`src/rtl/agc_pkg.sv`:
```
package agc_pkg;

  // ==========================================================
  // widths and coefficient select codes
  // ==========================================================
  localparam int SMP_W = 16;
  localparam int ACC_W = 20;
  localparam logic [1:0] SEL_TX = 2'h0;
  localparam logic [1:0] SEL_RX = 2'h1;
  localparam logic [1:0] SEL_VOL = 2'h2;
  localparam logic [1:0] SEL_ST = 2'h3;

  // ==========================================================
  // audio_mode_reg_one bit positions
  // ==========================================================
  localparam int MODE_TX_BIT = 1;
  localparam int MODE_RX_BIT = 2;
  localparam int MODE_VOL_BIT = 3;

  // ==========================================================
  // coefficient codes and field positions
  // ==========================================================
  localparam logic [15:0] COEF_TX_RST = 16'h0808;
  localparam logic [15:0] COEF_RX_RST = 16'h0808;
  localparam logic [15:0] COEF_VOL_RST = 16'h0099;
  localparam logic [15:0] COEF_ST_RST = 16'h8b7c;
  localparam logic [3:0][15:0] COEF_RST = {COEF_ST_RST, COEF_VOL_RST,
                                           COEF_RX_RST, COEF_TX_RST};
  localparam logic [15:0] COEF_VOL_NULL = 16'h0008;
  localparam logic [15:0] COEF_NULL = 16'h9008;
  // each nibble is {sign, shift[2:0]}; nibble i sits at 4*i
  localparam int NIB_W = 4;

  // ==========================================================
  // saturation limits
  // ==========================================================
  localparam logic signed [15:0] FS_POS = 16'sh7fff;
  localparam logic signed [15:0] FS_NEG = -16'sh8000;

  typedef enum logic {PH_LOW, PH_HIGH} agc_phase_t;

  typedef struct packed {
    logic wr;
    logic rd;
    logic [1:0] sel;
    logic [7:0] data;
  } agc_cfg_req_t;

  typedef struct packed {
    logic vld;
    logic signed [15:0] tx;
    logic signed [15:0] rx;
    logic signed [15:0] tone;
  } agc_smp_t;

endpackage

```
`src/rtl/agc_sat_add.sv`:
```
module agc_sat_add (
  input wire logic signed [15:0] a,
  input wire logic signed [15:0] b,
  output logic signed [15:0] sum
);

  logic signed [16:0] wide;

  // ==========================================================
  // adder that holds at full scale instead of wrapping
  // ==========================================================
  always_comb begin
    wide = 17'(a) + 17'(b);
    if (wide > 17'(agc_pkg::FS_POS)) begin
      sum = agc_pkg::FS_POS;
    end else if (wide < 17'(agc_pkg::FS_NEG)) begin
      sum = agc_pkg::FS_NEG;
    end else begin
      sum = wide[15:0];
    end
  end

endmodule

```
`src/rtl/agc_gain_stage.sv`:
```
module agc_gain_stage #(
  parameter logic [15:0] NULL_CODE = agc_pkg::COEF_NULL
) (
  input wire logic en,
  input wire logic [15:0] coef,
  input wire logic signed [15:0] smp,
  output logic signed [15:0] res
);

  logic signed [19:0] x;
  logic signed [19:0] v0;
  logic signed [19:0] v1;
  logic signed [19:0] v2;
  logic signed [19:0] v3;

  function automatic logic signed [19:0] scl(input logic signed [19:0] a,
                                             input logic [3:0] nib);
    logic signed [19:0] sh;
    sh = a >>> nib[2:0];
    scl = nib[3] ? -sh : sh;
  endfunction

  // ==========================================================
  // shift-and-add multiply: A3(1+A2(1+A1(1+A0))) times sample
  // ==========================================================
  // the shift-and-add form never reaches zero on the null codes, so
  // the mute code is decoded on its own and wins over the product
  always_comb begin
    x = 20'(smp);
    v0 = x + scl(x, coef[3:0]);
    v1 = x + scl(v0, coef[7:4]);
    v2 = x + scl(v1, coef[11:8]);
    v3 = scl(v2, coef[15:12]);
    if (!en) begin
      res = smp;
    end else if (coef == NULL_CODE) begin
      res = 16'sh0000;
    end else if (v3 > 20'(agc_pkg::FS_POS)) begin
      res = agc_pkg::FS_POS;
    end else if (v3 < 20'(agc_pkg::FS_NEG)) begin
      res = agc_pkg::FS_NEG;
    end else begin
      res = v3[15:0];
    end
  end

endmodule

```
`src/rtl/agc_gain_top.sv`:
```
// Overview of operation
// four coefficients, sixteen bits, two bytes each
// bytes move low first, then high
// volume code 0008 enabled gives silence
// code 9008 on other stages gives silence
// volume stage realises its gain table
// transmit stage realises its gain table
// receive stage realises its gain table
// sidetone stage realises its gain table
// tabulated gains accurate to 0.1 dB
// overflow after any stage clips at full scale
// software keeps path below full scale
// full-scale tone fills transmit path, no headroom
// software keeps combined tones below full scale
// software limits summed receive path level
// mode bits select coefficient or 0 dB bypass
// sidetone feeds scaled transmit into receive
// new coefficient applies only after both bytes
// gain multiplies saturate instead of wrapping
module agc_gain_top (
  input wire logic clk_sys,
  input wire logic rst_n,
  input wire logic [7:0] audio_mode_reg_one,
  input wire agc_pkg::agc_cfg_req_t cfg_req,
  output logic [7:0] cfg_rdata,
  output logic cfg_rvld,
  input wire agc_pkg::agc_smp_t smp_in,
  output logic signed [15:0] tx_out,
  output logic signed [15:0] rx_out,
  output logic smp_out_vld
);

  // ==========================================================
  // coefficient storage
  // ==========================================================
  logic [15:0] coef_q [4];
  logic [15:0] coef_d [4];
  logic [7:0] shadow_q [4];
  logic [7:0] shadow_d [4];
  agc_pkg::agc_phase_t wph_q [4];
  agc_pkg::agc_phase_t wph_d [4];
  agc_pkg::agc_phase_t rph_q [4];
  agc_pkg::agc_phase_t rph_d [4];
  logic [7:0] rdata_q;
  logic [7:0] rdata_d;
  logic rvld_q;
  logic rvld_d;

  // low byte waits in a shadow so samples never see half a code
  // each code keeps its own write and read phase, so accesses to different
  // codes may interleave without one losing the other's place
  always_comb begin
    coef_d = coef_q;
    shadow_d = shadow_q;
    wph_d = wph_q;
    rph_d = rph_q;
    rdata_d = rdata_q;
    rvld_d = 1'b0;
    if (cfg_req.wr) begin
      if (wph_q[cfg_req.sel] == agc_pkg::PH_LOW) begin
        shadow_d[cfg_req.sel] = cfg_req.data;
        wph_d[cfg_req.sel] = agc_pkg::PH_HIGH;
      end else begin
        coef_d[cfg_req.sel] = {cfg_req.data, shadow_q[cfg_req.sel]};
        wph_d[cfg_req.sel] = agc_pkg::PH_LOW;
      end
    end
    if (cfg_req.rd) begin
      rvld_d = 1'b1;
      if (rph_q[cfg_req.sel] == agc_pkg::PH_LOW) begin
        rdata_d = coef_q[cfg_req.sel][7:0];
        rph_d[cfg_req.sel] = agc_pkg::PH_HIGH;
      end else begin
        rdata_d = coef_q[cfg_req.sel][15:8];
        rph_d[cfg_req.sel] = agc_pkg::PH_LOW;
      end
    end
  end

  // codes come back to their idle values so the sidetone starts at about -1.2 dB, phase inverted
  always_ff @(posedge clk_sys) begin
    if (!rst_n) begin
      for (int i = 0; i < 4; i++) begin
        coef_q[i] <= agc_pkg::COEF_RST[i];
        shadow_q[i] <= 8'h00;
        wph_q[i] <= agc_pkg::PH_LOW;
        rph_q[i] <= agc_pkg::PH_LOW;
      end
      rdata_q <= 8'h00;
      rvld_q <= 1'b0;
    end else begin
      coef_q <= coef_d;
      shadow_q <= shadow_d;
      wph_q <= wph_d;
      rph_q <= rph_d;
      rdata_q <= rdata_d;
      rvld_q <= rvld_d;
    end
  end

  assign cfg_rdata = rdata_q;
  assign cfg_rvld = rvld_q;

  // ==========================================================
  // sample path
  // ==========================================================
  logic signed [15:0] tx_gx;
  logic signed [15:0] tx_sum;
  logic signed [15:0] rx_gr;
  logic signed [15:0] rx_ger;
  logic signed [15:0] rx_st;
  logic signed [15:0] rx_sum;
  logic signed [15:0] tx_q;
  logic signed [15:0] tx_d;
  logic signed [15:0] rx_q;
  logic signed [15:0] rx_d;
  logic vld_q;
  logic vld_d;

  agc_gain_stage #(
    .NULL_CODE(agc_pkg::COEF_NULL)
  ) u_tx_gain (
    .en(audio_mode_reg_one[agc_pkg::MODE_TX_BIT]),
    .coef(coef_q[agc_pkg::SEL_TX]),
    .smp(smp_in.tx),
    .res(tx_gx)
  );

  // a 0 dB tone alone already reaches full scale; the adder clips the rest
  agc_sat_add u_tx_tone (
    .a(tx_gx),
    .b(smp_in.tone),
    .sum(tx_sum)
  );

  agc_gain_stage #(
    .NULL_CODE(agc_pkg::COEF_NULL)
  ) u_rx_gain (
    .en(audio_mode_reg_one[agc_pkg::MODE_RX_BIT]),
    .coef(coef_q[agc_pkg::SEL_RX]),
    .smp(smp_in.rx),
    .res(rx_gr)
  );

  // clipping here is final: no later stage can recover it
  agc_gain_stage #(
    .NULL_CODE(agc_pkg::COEF_VOL_NULL)
  ) u_vol_gain (
    .en(audio_mode_reg_one[agc_pkg::MODE_VOL_BIT]),
    .coef(coef_q[agc_pkg::SEL_VOL]),
    .smp(rx_gr),
    .res(rx_ger)
  );

  // sidetone has no bypass bit; it always uses its code
  agc_gain_stage #(
    .NULL_CODE(agc_pkg::COEF_NULL)
  ) u_st_gain (
    .en(1'b1),
    .coef(coef_q[agc_pkg::SEL_ST]),
    .smp(tx_sum),
    .res(rx_st)
  );

  agc_sat_add u_rx_mix (
    .a(rx_ger),
    .b(rx_st),
    .sum(rx_sum)
  );

  // outputs hold between strobes; a consumer that samples late still sees
  // the last result rather than one computed from a half-changed input
  always_comb begin
    tx_d = tx_q;
    rx_d = rx_q;
    vld_d = smp_in.vld;
    if (smp_in.vld) begin
      tx_d = tx_sum;
      rx_d = rx_sum;
    end
  end

  always_ff @(posedge clk_sys) begin
    if (!rst_n) begin
      tx_q <= 16'sh0000;
      rx_q <= 16'sh0000;
      vld_q <= 1'b0;
    end else begin
      tx_q <= tx_d;
      rx_q <= rx_d;
      vld_q <= vld_d;
    end
  end

  assign tx_out = tx_q;
  assign rx_out = rx_q;
  assign smp_out_vld = vld_q;
endmodule

```
`config.mk`:
```
export PLATFORM = sky130hd
export DESIGN_NAME = agc_gain_top
export DESIGN_NICKNAME = d
export VERILOG_FILES = /design/src/rtl/agc_pkg.sv /design/src/rtl/agc_sat_add.sv /design/src/rtl/agc_gain_stage.sv /design/src/rtl/agc_gain_top.sv
export SDC_FILE = /design/constraint.sdc
export NUM_CORES = 2
export LEC_CHECK = 0
export ABC_AREA = 1
export BUFFER_PORTS_ARGS = -buffer_cell sky130_fd_sc_hd__buf_2
export CAP_MARGIN = 20
export CELL_PAD_IN_SITES_DETAIL_PLACEMENT = 0
export CELL_PAD_IN_SITES_GLOBAL_PLACEMENT = 1
export CORE_UTILIZATION = 44
export CTS_BUF_LIST = sky130_fd_sc_hd__clkbuf_16
export CTS_CLUSTER_DIAMETER = 100
export DETAILED_ROUTE_END_ITERATION = 10
export GPL_TIMING_DRIVEN = 0
export HOLD_SLACK_MARGIN = 0.02
export PLACE_DENSITY_LB_ADDON = 0.1
export SLEW_MARGIN = 20
export SYNTH_ARGS = -nofsm -noshare
export SYNTH_HDL_FRONTEND = slang
export SYNTH_HIERARCHICAL = 1
export SYNTH_SLANG_ARGS = --single-unit
```
`constraint.sdc`:
```
create_clock -name clk_sys -period 41 [get_ports clk_sys]
set_clock_uncertainty 0.1 [all_clocks]
set_input_delay 2.05 -clock clk_sys [delete_from_list [all_inputs] [get_ports clk_sys]]
set_output_delay 2.05 -clock clk_sys [all_outputs]
set_load 0.01 [all_outputs]
```
# Yosys cells after proc, flatten, opt, wreduce, memory -nomap -nowiden
# Index checks and enable logic that the tools add are counted.
totals:
  out_inout_bits: 42
  reg_bits: 146
  elab_cells: 154
  input_bits: 71
op_classes:
  n_shift: 16
  n_reduce_logical: 3
  magnitude_cmp: 14
  n_mux: 59
  n_bitwise: 7
  n_addsub: 30
  eq_ne: 4
op_table:
  columns: ["cell", "count"]
  rows:
  - ["16-bit 2-to-1 mux", 22]
  - ["20-bit 2-to-1 mux", 16]
  - ["20-bit negator", 16]
  - ["16-bit by 20-bit adder with 20-bit output", 12]
  - ["20-bit by 3-bit >>> shifter with 20-bit output", 12]
  - ["20-bit by 16-bit greater-than comparator with 1-bit output (second input constant)", 4]
  - ["20-bit by 16-bit less-than comparator with 1-bit output (second input constant)", 4]
  - ["16-bit by 3-bit >>> shifter with 20-bit output", 4]
  - ["64-bit bitwise mux", 1]
  - ["16-bit equality test (second input constant)", 3]
  - ["16-bit by 16-bit adder with 17-bit output", 2]
  - ["17-bit by 16-bit greater-than comparator with 1-bit output (second input constant)", 2]
  - ["17-bit by 16-bit less-than comparator with 1-bit output (second input constant)", 2]
  - ["16-bit binary-select mux with 2-bit select", 1]
  - ["32-bit bitwise mux", 1]
  - ["16-bit demux with 2-bit select", 1]
  - ["8-bit 2-to-1 mux", 4]
  - ["8-bit binary-select mux with 2-bit select", 1]
  - ["8-bit demux with 2-bit select", 1]
  - ["16-bit by 4-bit equality test with 1-bit output (second input constant)", 1]
  - ["4-bit AND", 2]
  - ["4-bit 2-to-1 mux", 2]
  - ["4-bit OR", 2]
  - ["1-bit 2-to-1 mux", 6]
  - ["9 further kinds", 11]

# Logic depth before layout (Yosys ltp)
logic_depth:
  ltp_word: 47
  depth_mapped: 221
  ltp_nobuf: 219

# By module
# The synthesis kept the hierarchy.
by_module_without_submodules:
  columns: ["module", "instances", "area_per_inst_um2", "seq_area_each_um2", "cells_each"]
  rows:
  - ["agc_gain_stage at u_st_gain ...", 2, 7986.4, 0.0, 1507]
  - ["agc_gain_stage at u_vol_gain", 1, 7890.1, 0.0, 1490]
  - ["agc_gain_stage at u_rx_gain", 1, 7786.2, 0.0, 1486]
  - ["agc_gain_top", 1, 6441.2, 2922.8, 943]
  - ["agc_sat_add", 2, 1159.9, 0.0, 215]

# Least setup slack after synthesis
# OpenSTA, ideal clock, no wires.
synth_path:
  path_kind: "input port to flip-flop"
  startpoint: "in smp_in[33] (netlist name)"
  endpoint: "reg rx_q[6] (netlist: rx_out[6])"
  path_buffers: 2
  setup_time_ns: 0.116
  slack_ns: 16.789
  cell_stages: 194
  t_arrival_ns: 23.995
  required_ns: 40.784
  path_cell_list: "inv_1 > nand2_1 > nand3_1 > nand2_1 > inv_2 > nand2_1 > inv_1 > ha_1 > inv_1 > nor3_1 > nand2_1 > nor3_1 > nand3_1 > nand2_1 > xor2_1 > inv_1 > ha_1 > nand2_1 > [... 158 more ...] > ha_1 > inv_1 > fa_1 > inv_1 > nand2_1 > nand2_1 > nand3_1 > nand2_2 > nand2_2 > nand2_2 > nand2_2 > nand2_4 > nand2_4 > buf_12 > nand2_2 > nand2_1 > nor2_1 > nor2_1"
synth_between:
  elab_chain_len: 47
  word_cells_on_any_way: 51
  cone_classes: "add/sub (16); order compare (8); shift (8); mux (19)"
synth_lines:
  columns: ["item", "line", "source"]
  rows:
  - ["start, declared", "agc_gain_top.sv:27", "input wire agc_pkg::agc_smp_t smp_in,"]
  - ["16-bit by 3-bit >>> shifter with 20-bit output", "agc_gain_stage.sv:19", "sh = a >>> nib[2:0];"]
  - ["20-bit negator", "agc_gain_stage.sv:20", "scl = nib[3] ? -sh : sh;"]
  - ["20-bit 2-to-1 mux", "agc_gain_stage.sv:20", null]
  - ["16-bit by 20-bit adder with 20-bit output", "agc_gain_stage.sv:30", "v0 = x + scl(x, coef[3:0]);"]
  - ["20-bit by 3-bit >>> shifter with 20-bit output", "agc_gain_stage.sv:19", null]
  - ["20-bit negator", "agc_gain_stage.sv:20", null]
  - ["20-bit 2-to-1 mux", "agc_gain_stage.sv:20", null]
  - ["16-bit by 20-bit adder with 20-bit output", "agc_gain_stage.sv:31", "v1 = x + scl(v0, coef[7:4]);"]
  - ["[... 12 more ...]", null, null]
  - ["named net tx_gx[0]", "agc_gain_top.sv:107", "logic signed [15:0] tx_gx;"]
  - ["[... 4 more ...]", null, null]
  - ["named net tx_sum[15]", "agc_gain_top.sv:108", "logic signed [15:0] tx_sum;"]
  - ["[... 17 more ...]", null, null]
  - ["16-bit 2-to-1 mux (*)", "agc_gain_stage.sv:38", "end else if (v3 > 20'(agc_pkg::FS_POS)) begin"]
  - ["16-bit 2-to-1 mux (*)", "agc_gain_stage.sv:36", "end else if (coef == NULL_CODE) begin"]
  - ["named net rx_st[0]", "agc_gain_top.sv:111", "logic signed [15:0] rx_st;"]
  - ["16-bit by 16-bit adder with 17-bit output (*)", "agc_sat_add.sv:13", "wide = 17'(a) + 17'(b);"]
  - ["17-bit by 16-bit less-than comparator with 1-bit output", "agc_sat_add.sv:16", "end else if (wide < 17'(agc_pkg::FS_NEG)) begin"]
  - ["16-bit 2-to-1 mux", "agc_sat_add.sv:16", null]
  - ["16-bit 2-to-1 mux (*)", "agc_sat_add.sv:14", "if (wide > 17'(agc_pkg::FS_POS)) begin"]
  - ["named net rx_sum[6]", "agc_gain_top.sv:112", "logic signed [15:0] rx_sum;"]
  - ["end signal, assigned", "agc_gain_top.sv:190", "rx_q <= rx_d;"]
  - ["end, declared", "agc_gain_top.sv:115", "logic signed [15:0] rx_q;"]
# The timed path passes the listed nets; every way through them passes the cells marked *.
# A chain may end at the register's enable or synchronous reset.

# Worst setup path after layout
layout_path:
  startpoint: "in smp_in[33] (netlist name)"
  endpoint: "reg rx_q[11] (netlist: rx_out[11])"
# Same word-level chain as after synthesis.

==> flow_summary.toml <==
[run_status]
run_status = "complete, no violations"

[synthesis]
post-synth-top-area-cell = "sky130_fd_sc_hd__nand2_1"
synth.yosys.seq_area_share = 0.07233
syn-instance-count = 7363
asr_flop_ratio_synth = 0
yosysWarnings = 6
synth_area_leaders = "sky130_fd_sc_hd__nand2_1 23%, sky130_fd_sc_hd__nand3_1 9.4%, sky130_fd_sc_hd__ha_1 8.5%"
ys_seq_elements = 146
synth_largest_type_area_fraction = 0.2293
commonest_register_cell_after_synthesis = "sky130_fd_sc_hd__dfxtp_1"
avgSynthCellArea_um2 = 5.488
synth.most_common_cell = "sky130_fd_sc_hd__nand2_1"
post_synth_instance_area_um2 = 40410
synth_enable_flop_cells = 0
ys_top_cells_by_count = "2,469 x sky130_fd_sc_hd__nand2_1, 845 x sky130_fd_sc_hd__inv_1, 762 x sky130_fd_sc_hd__nand3_1"
post_synth_num_cell_types = 71

[setup_path]
critical_path.n_buffers_inverters = 32
crit_start = "smp_in[33]"
cp_slowest_cell = "sky130_fd_sc_hd__inv_1"
worst_path_max_stage_delay_ns = 0.48
worst_ep_required_time_ns = 41.27
startpoint_type = "primary input"
critPathArrivalTime_ns = 29.25
reg2reg_setup_slack_ns = 13.05
crit_path_max_fanout = 15
critical-path-top-cell-by-count = "sky130_fd_sc_hd__nand2_1"
path_delay_family = "simple AND/OR/NAND/NOR gates"
timing.setup.critical_path_class = "in2reg"
setup.worst_path.end_class = "register"
cp.depth = 196
critical_path.reg2reg.startpoint = "coef_q[48]"
reg2regPathDepth = 196

[clock_tree]
clock_transition_at_the_registers_of_the_reported_paths_ns = 0.08
cts_made_buffers = 17
clock-sinks = 146
cts-htree-levels = 4
clockBufferDepth = 2
count_of_buffers_added_by_post_cts_timing_repair_for_setup = 0
quantity_of_gates_resized_following_cts = 0
postCtsHoldBufs = 0
clkLatencyLatePin_ns = 0.48
clock_tree.root_cell = "sky130_fd_sc_hd__clkbuf_16"
cts_tree = "built"

[timing]
maxClockFrequency_mhz = 34.50
max_slew_vio_count = 0
min_period_over_period = 0.7070
period_needed_ns = 28.99
worstMarginPinSlew_ns = 0.8577
hold_viol = 0
rsz0062_at_grt = "false"
headroom_to_the_max_slew_limit = 0.4282
timing.setup.tns_ns = 0
timing.final.setup_violations = 0

[grt]
pin_count_of_the_biggest_net_entering_global_routing = 17
grt-busiest-layer = "met2"
grt_pass1_wl_mm = 219.8
grt_usage = 0.2903
fraction_of_met1_tracks_used_by_global_routing = 0.4048
antenna_found_initial = 9
globalRouteMet3Util = 0.02232
grt_use_met2 = 0.4836
grt_pass1_vias = 41780
gr-total-overflow = 0

[detailed_routing]
detail_route.wirelength_mm = 138.1
drt_first_pass_iters = 6
wire_per_inst_um = 15.92
drc = 0
routed-via-count = 45531
number_of_vias_per_cell = 5.250
ant_nets = 0
drt-initial-drc-count = 3318

[worst_hold_path]
holdPathStages = 2
hold_start = "shadow_q[23]"
hp_class = "reg2reg"

[finish]
areaGrowthSynthToFinish_pct = 6.307
nets = 7842
num-fill-cells = 10188
final_layout_size_suffix_gt1_frac = 0.1086

[placement]
port_buffers = 98
gp_congestion = 0.9352
dp.final_hpwl_mm = 113.4

[floorplanning]
die_y_um = 305.1
top_level_ports = 113
fp.dieW_um = 305.1
num_rows = 110
initial_core_util = 0.4469
floorplan.core_area_um2 = 90420
die-area_um2 = 93060

[job]
max_cap_viol_count = 0
logic make-up after synthesis:
| logic type | count (synthesis) | share of synthesized area |
|---|---|---|
| AOI/OAI and AO/OA | 974 | 0.1342 |
| xor gates and xnor gates | 403 | 0.08735 |
| adders and majority gates | 290 | 0.09239 |
| buffers and inverters | 1195 | 0.1297 |
| DFF | 146 | 0.07233 |
| muxes | 8 | 0.001982 |
| other | 1 | 0.00009280 |
| and+or+nand+nor | 4346 | 0.4820 |
final timing paths:
check	to
setup / recovery	rx_out[11]
hold / removal	shadow_q[23]
setup reg to reg	rx_out[11]
hold reg to reg	shadow_q[23]
metrics by stage:
step             util  area (um2)  hold WS, ns  setup WS, ns  std cells
3_5_place_dp   0.4687       42380       0.3537         11.76       8638
6_report       0.4751       42960       0.3643         12.01       8673
5_1_grt        0.4751       42960       0.3772         8.719       8672
3_3_place_gp   0.4686       42380       0.3484         11.84       8638
2_1_floorplan       -       40410       0.3398         16.79       7364
4_1_cts        0.4750       42950       0.3639         12.15       8670
cells in the final DEF, fill, tap and decap left out, types with 85 or more instances in the layout:
master                    instances
sky130_fd_sc_hd__nand2_2        156
sky130_fd_sc_hd__dfxtp_1        146
sky130_fd_sc_hd__inv_1          845
sky130_fd_sc_hd__o21ai_0        422
sky130_fd_sc_hd__nand3_1        762
sky130_fd_sc_hd__xnor2_1        102
sky130_fd_sc_hd__xor2_1         301
sky130_fd_sc_hd__ha_1           276
sky130_fd_sc_hd__nand4_1         91
sky130_fd_sc_hd__a21oi_1        325
sky130_fd_sc_hd__nor2_1         517
sky130_fd_sc_hd__nand2_1       2469
sky130_fd_sc_hd__nand3_2         85
sky130_fd_sc_hd__buf_2          187
final cells by class:
type | count | area, um2 | share of cell area
flip-flops and latches | 146 | 2923 | 0.06804
well taps | 1176 | 1471 | 0.03425
diodes | 3 | 7.507 | 0.0001748
plain buffers | 273 | 1762 | 0.04101
inverters | 922 | 3478 | 0.08097
multi-input cells | 6023 | 32250 | 0.7508
clock buffers | 17 | 425.4 | 0.009903
clock inverters | 15 | 146.4 | 0.003408
repair buffers | 98 | 490.5 | 0.01142
routing by layer:
layer,up-vias,wire length (um)
met5,-,37
met4,6,2620
met3,121,6228
met2,995,62040
met1,20559,67130
li1,23850,-
worst min-delay path: stages, from the launching register on:
cell and delay, ns:
sky130_fd_sc_hd__dfxtp_1 0.31, sky130_fd_sc_hd__nand2_1 0.06, sky130_fd_sc_hd__a21oi_1 0.05
sequential cells by signal, indices dropped and copies added (netlist names), named ones only:
register     flops
tx_out          16
coef_q          64
cfg_rdata        8
cfg_rvld         1
smp_out_vld      1
shadow_q        32
rx_out          16
Power is left out: the tool's default activity adds up to more than one toggle a clock period on the data nets, which glitch-free logic cannot reach.
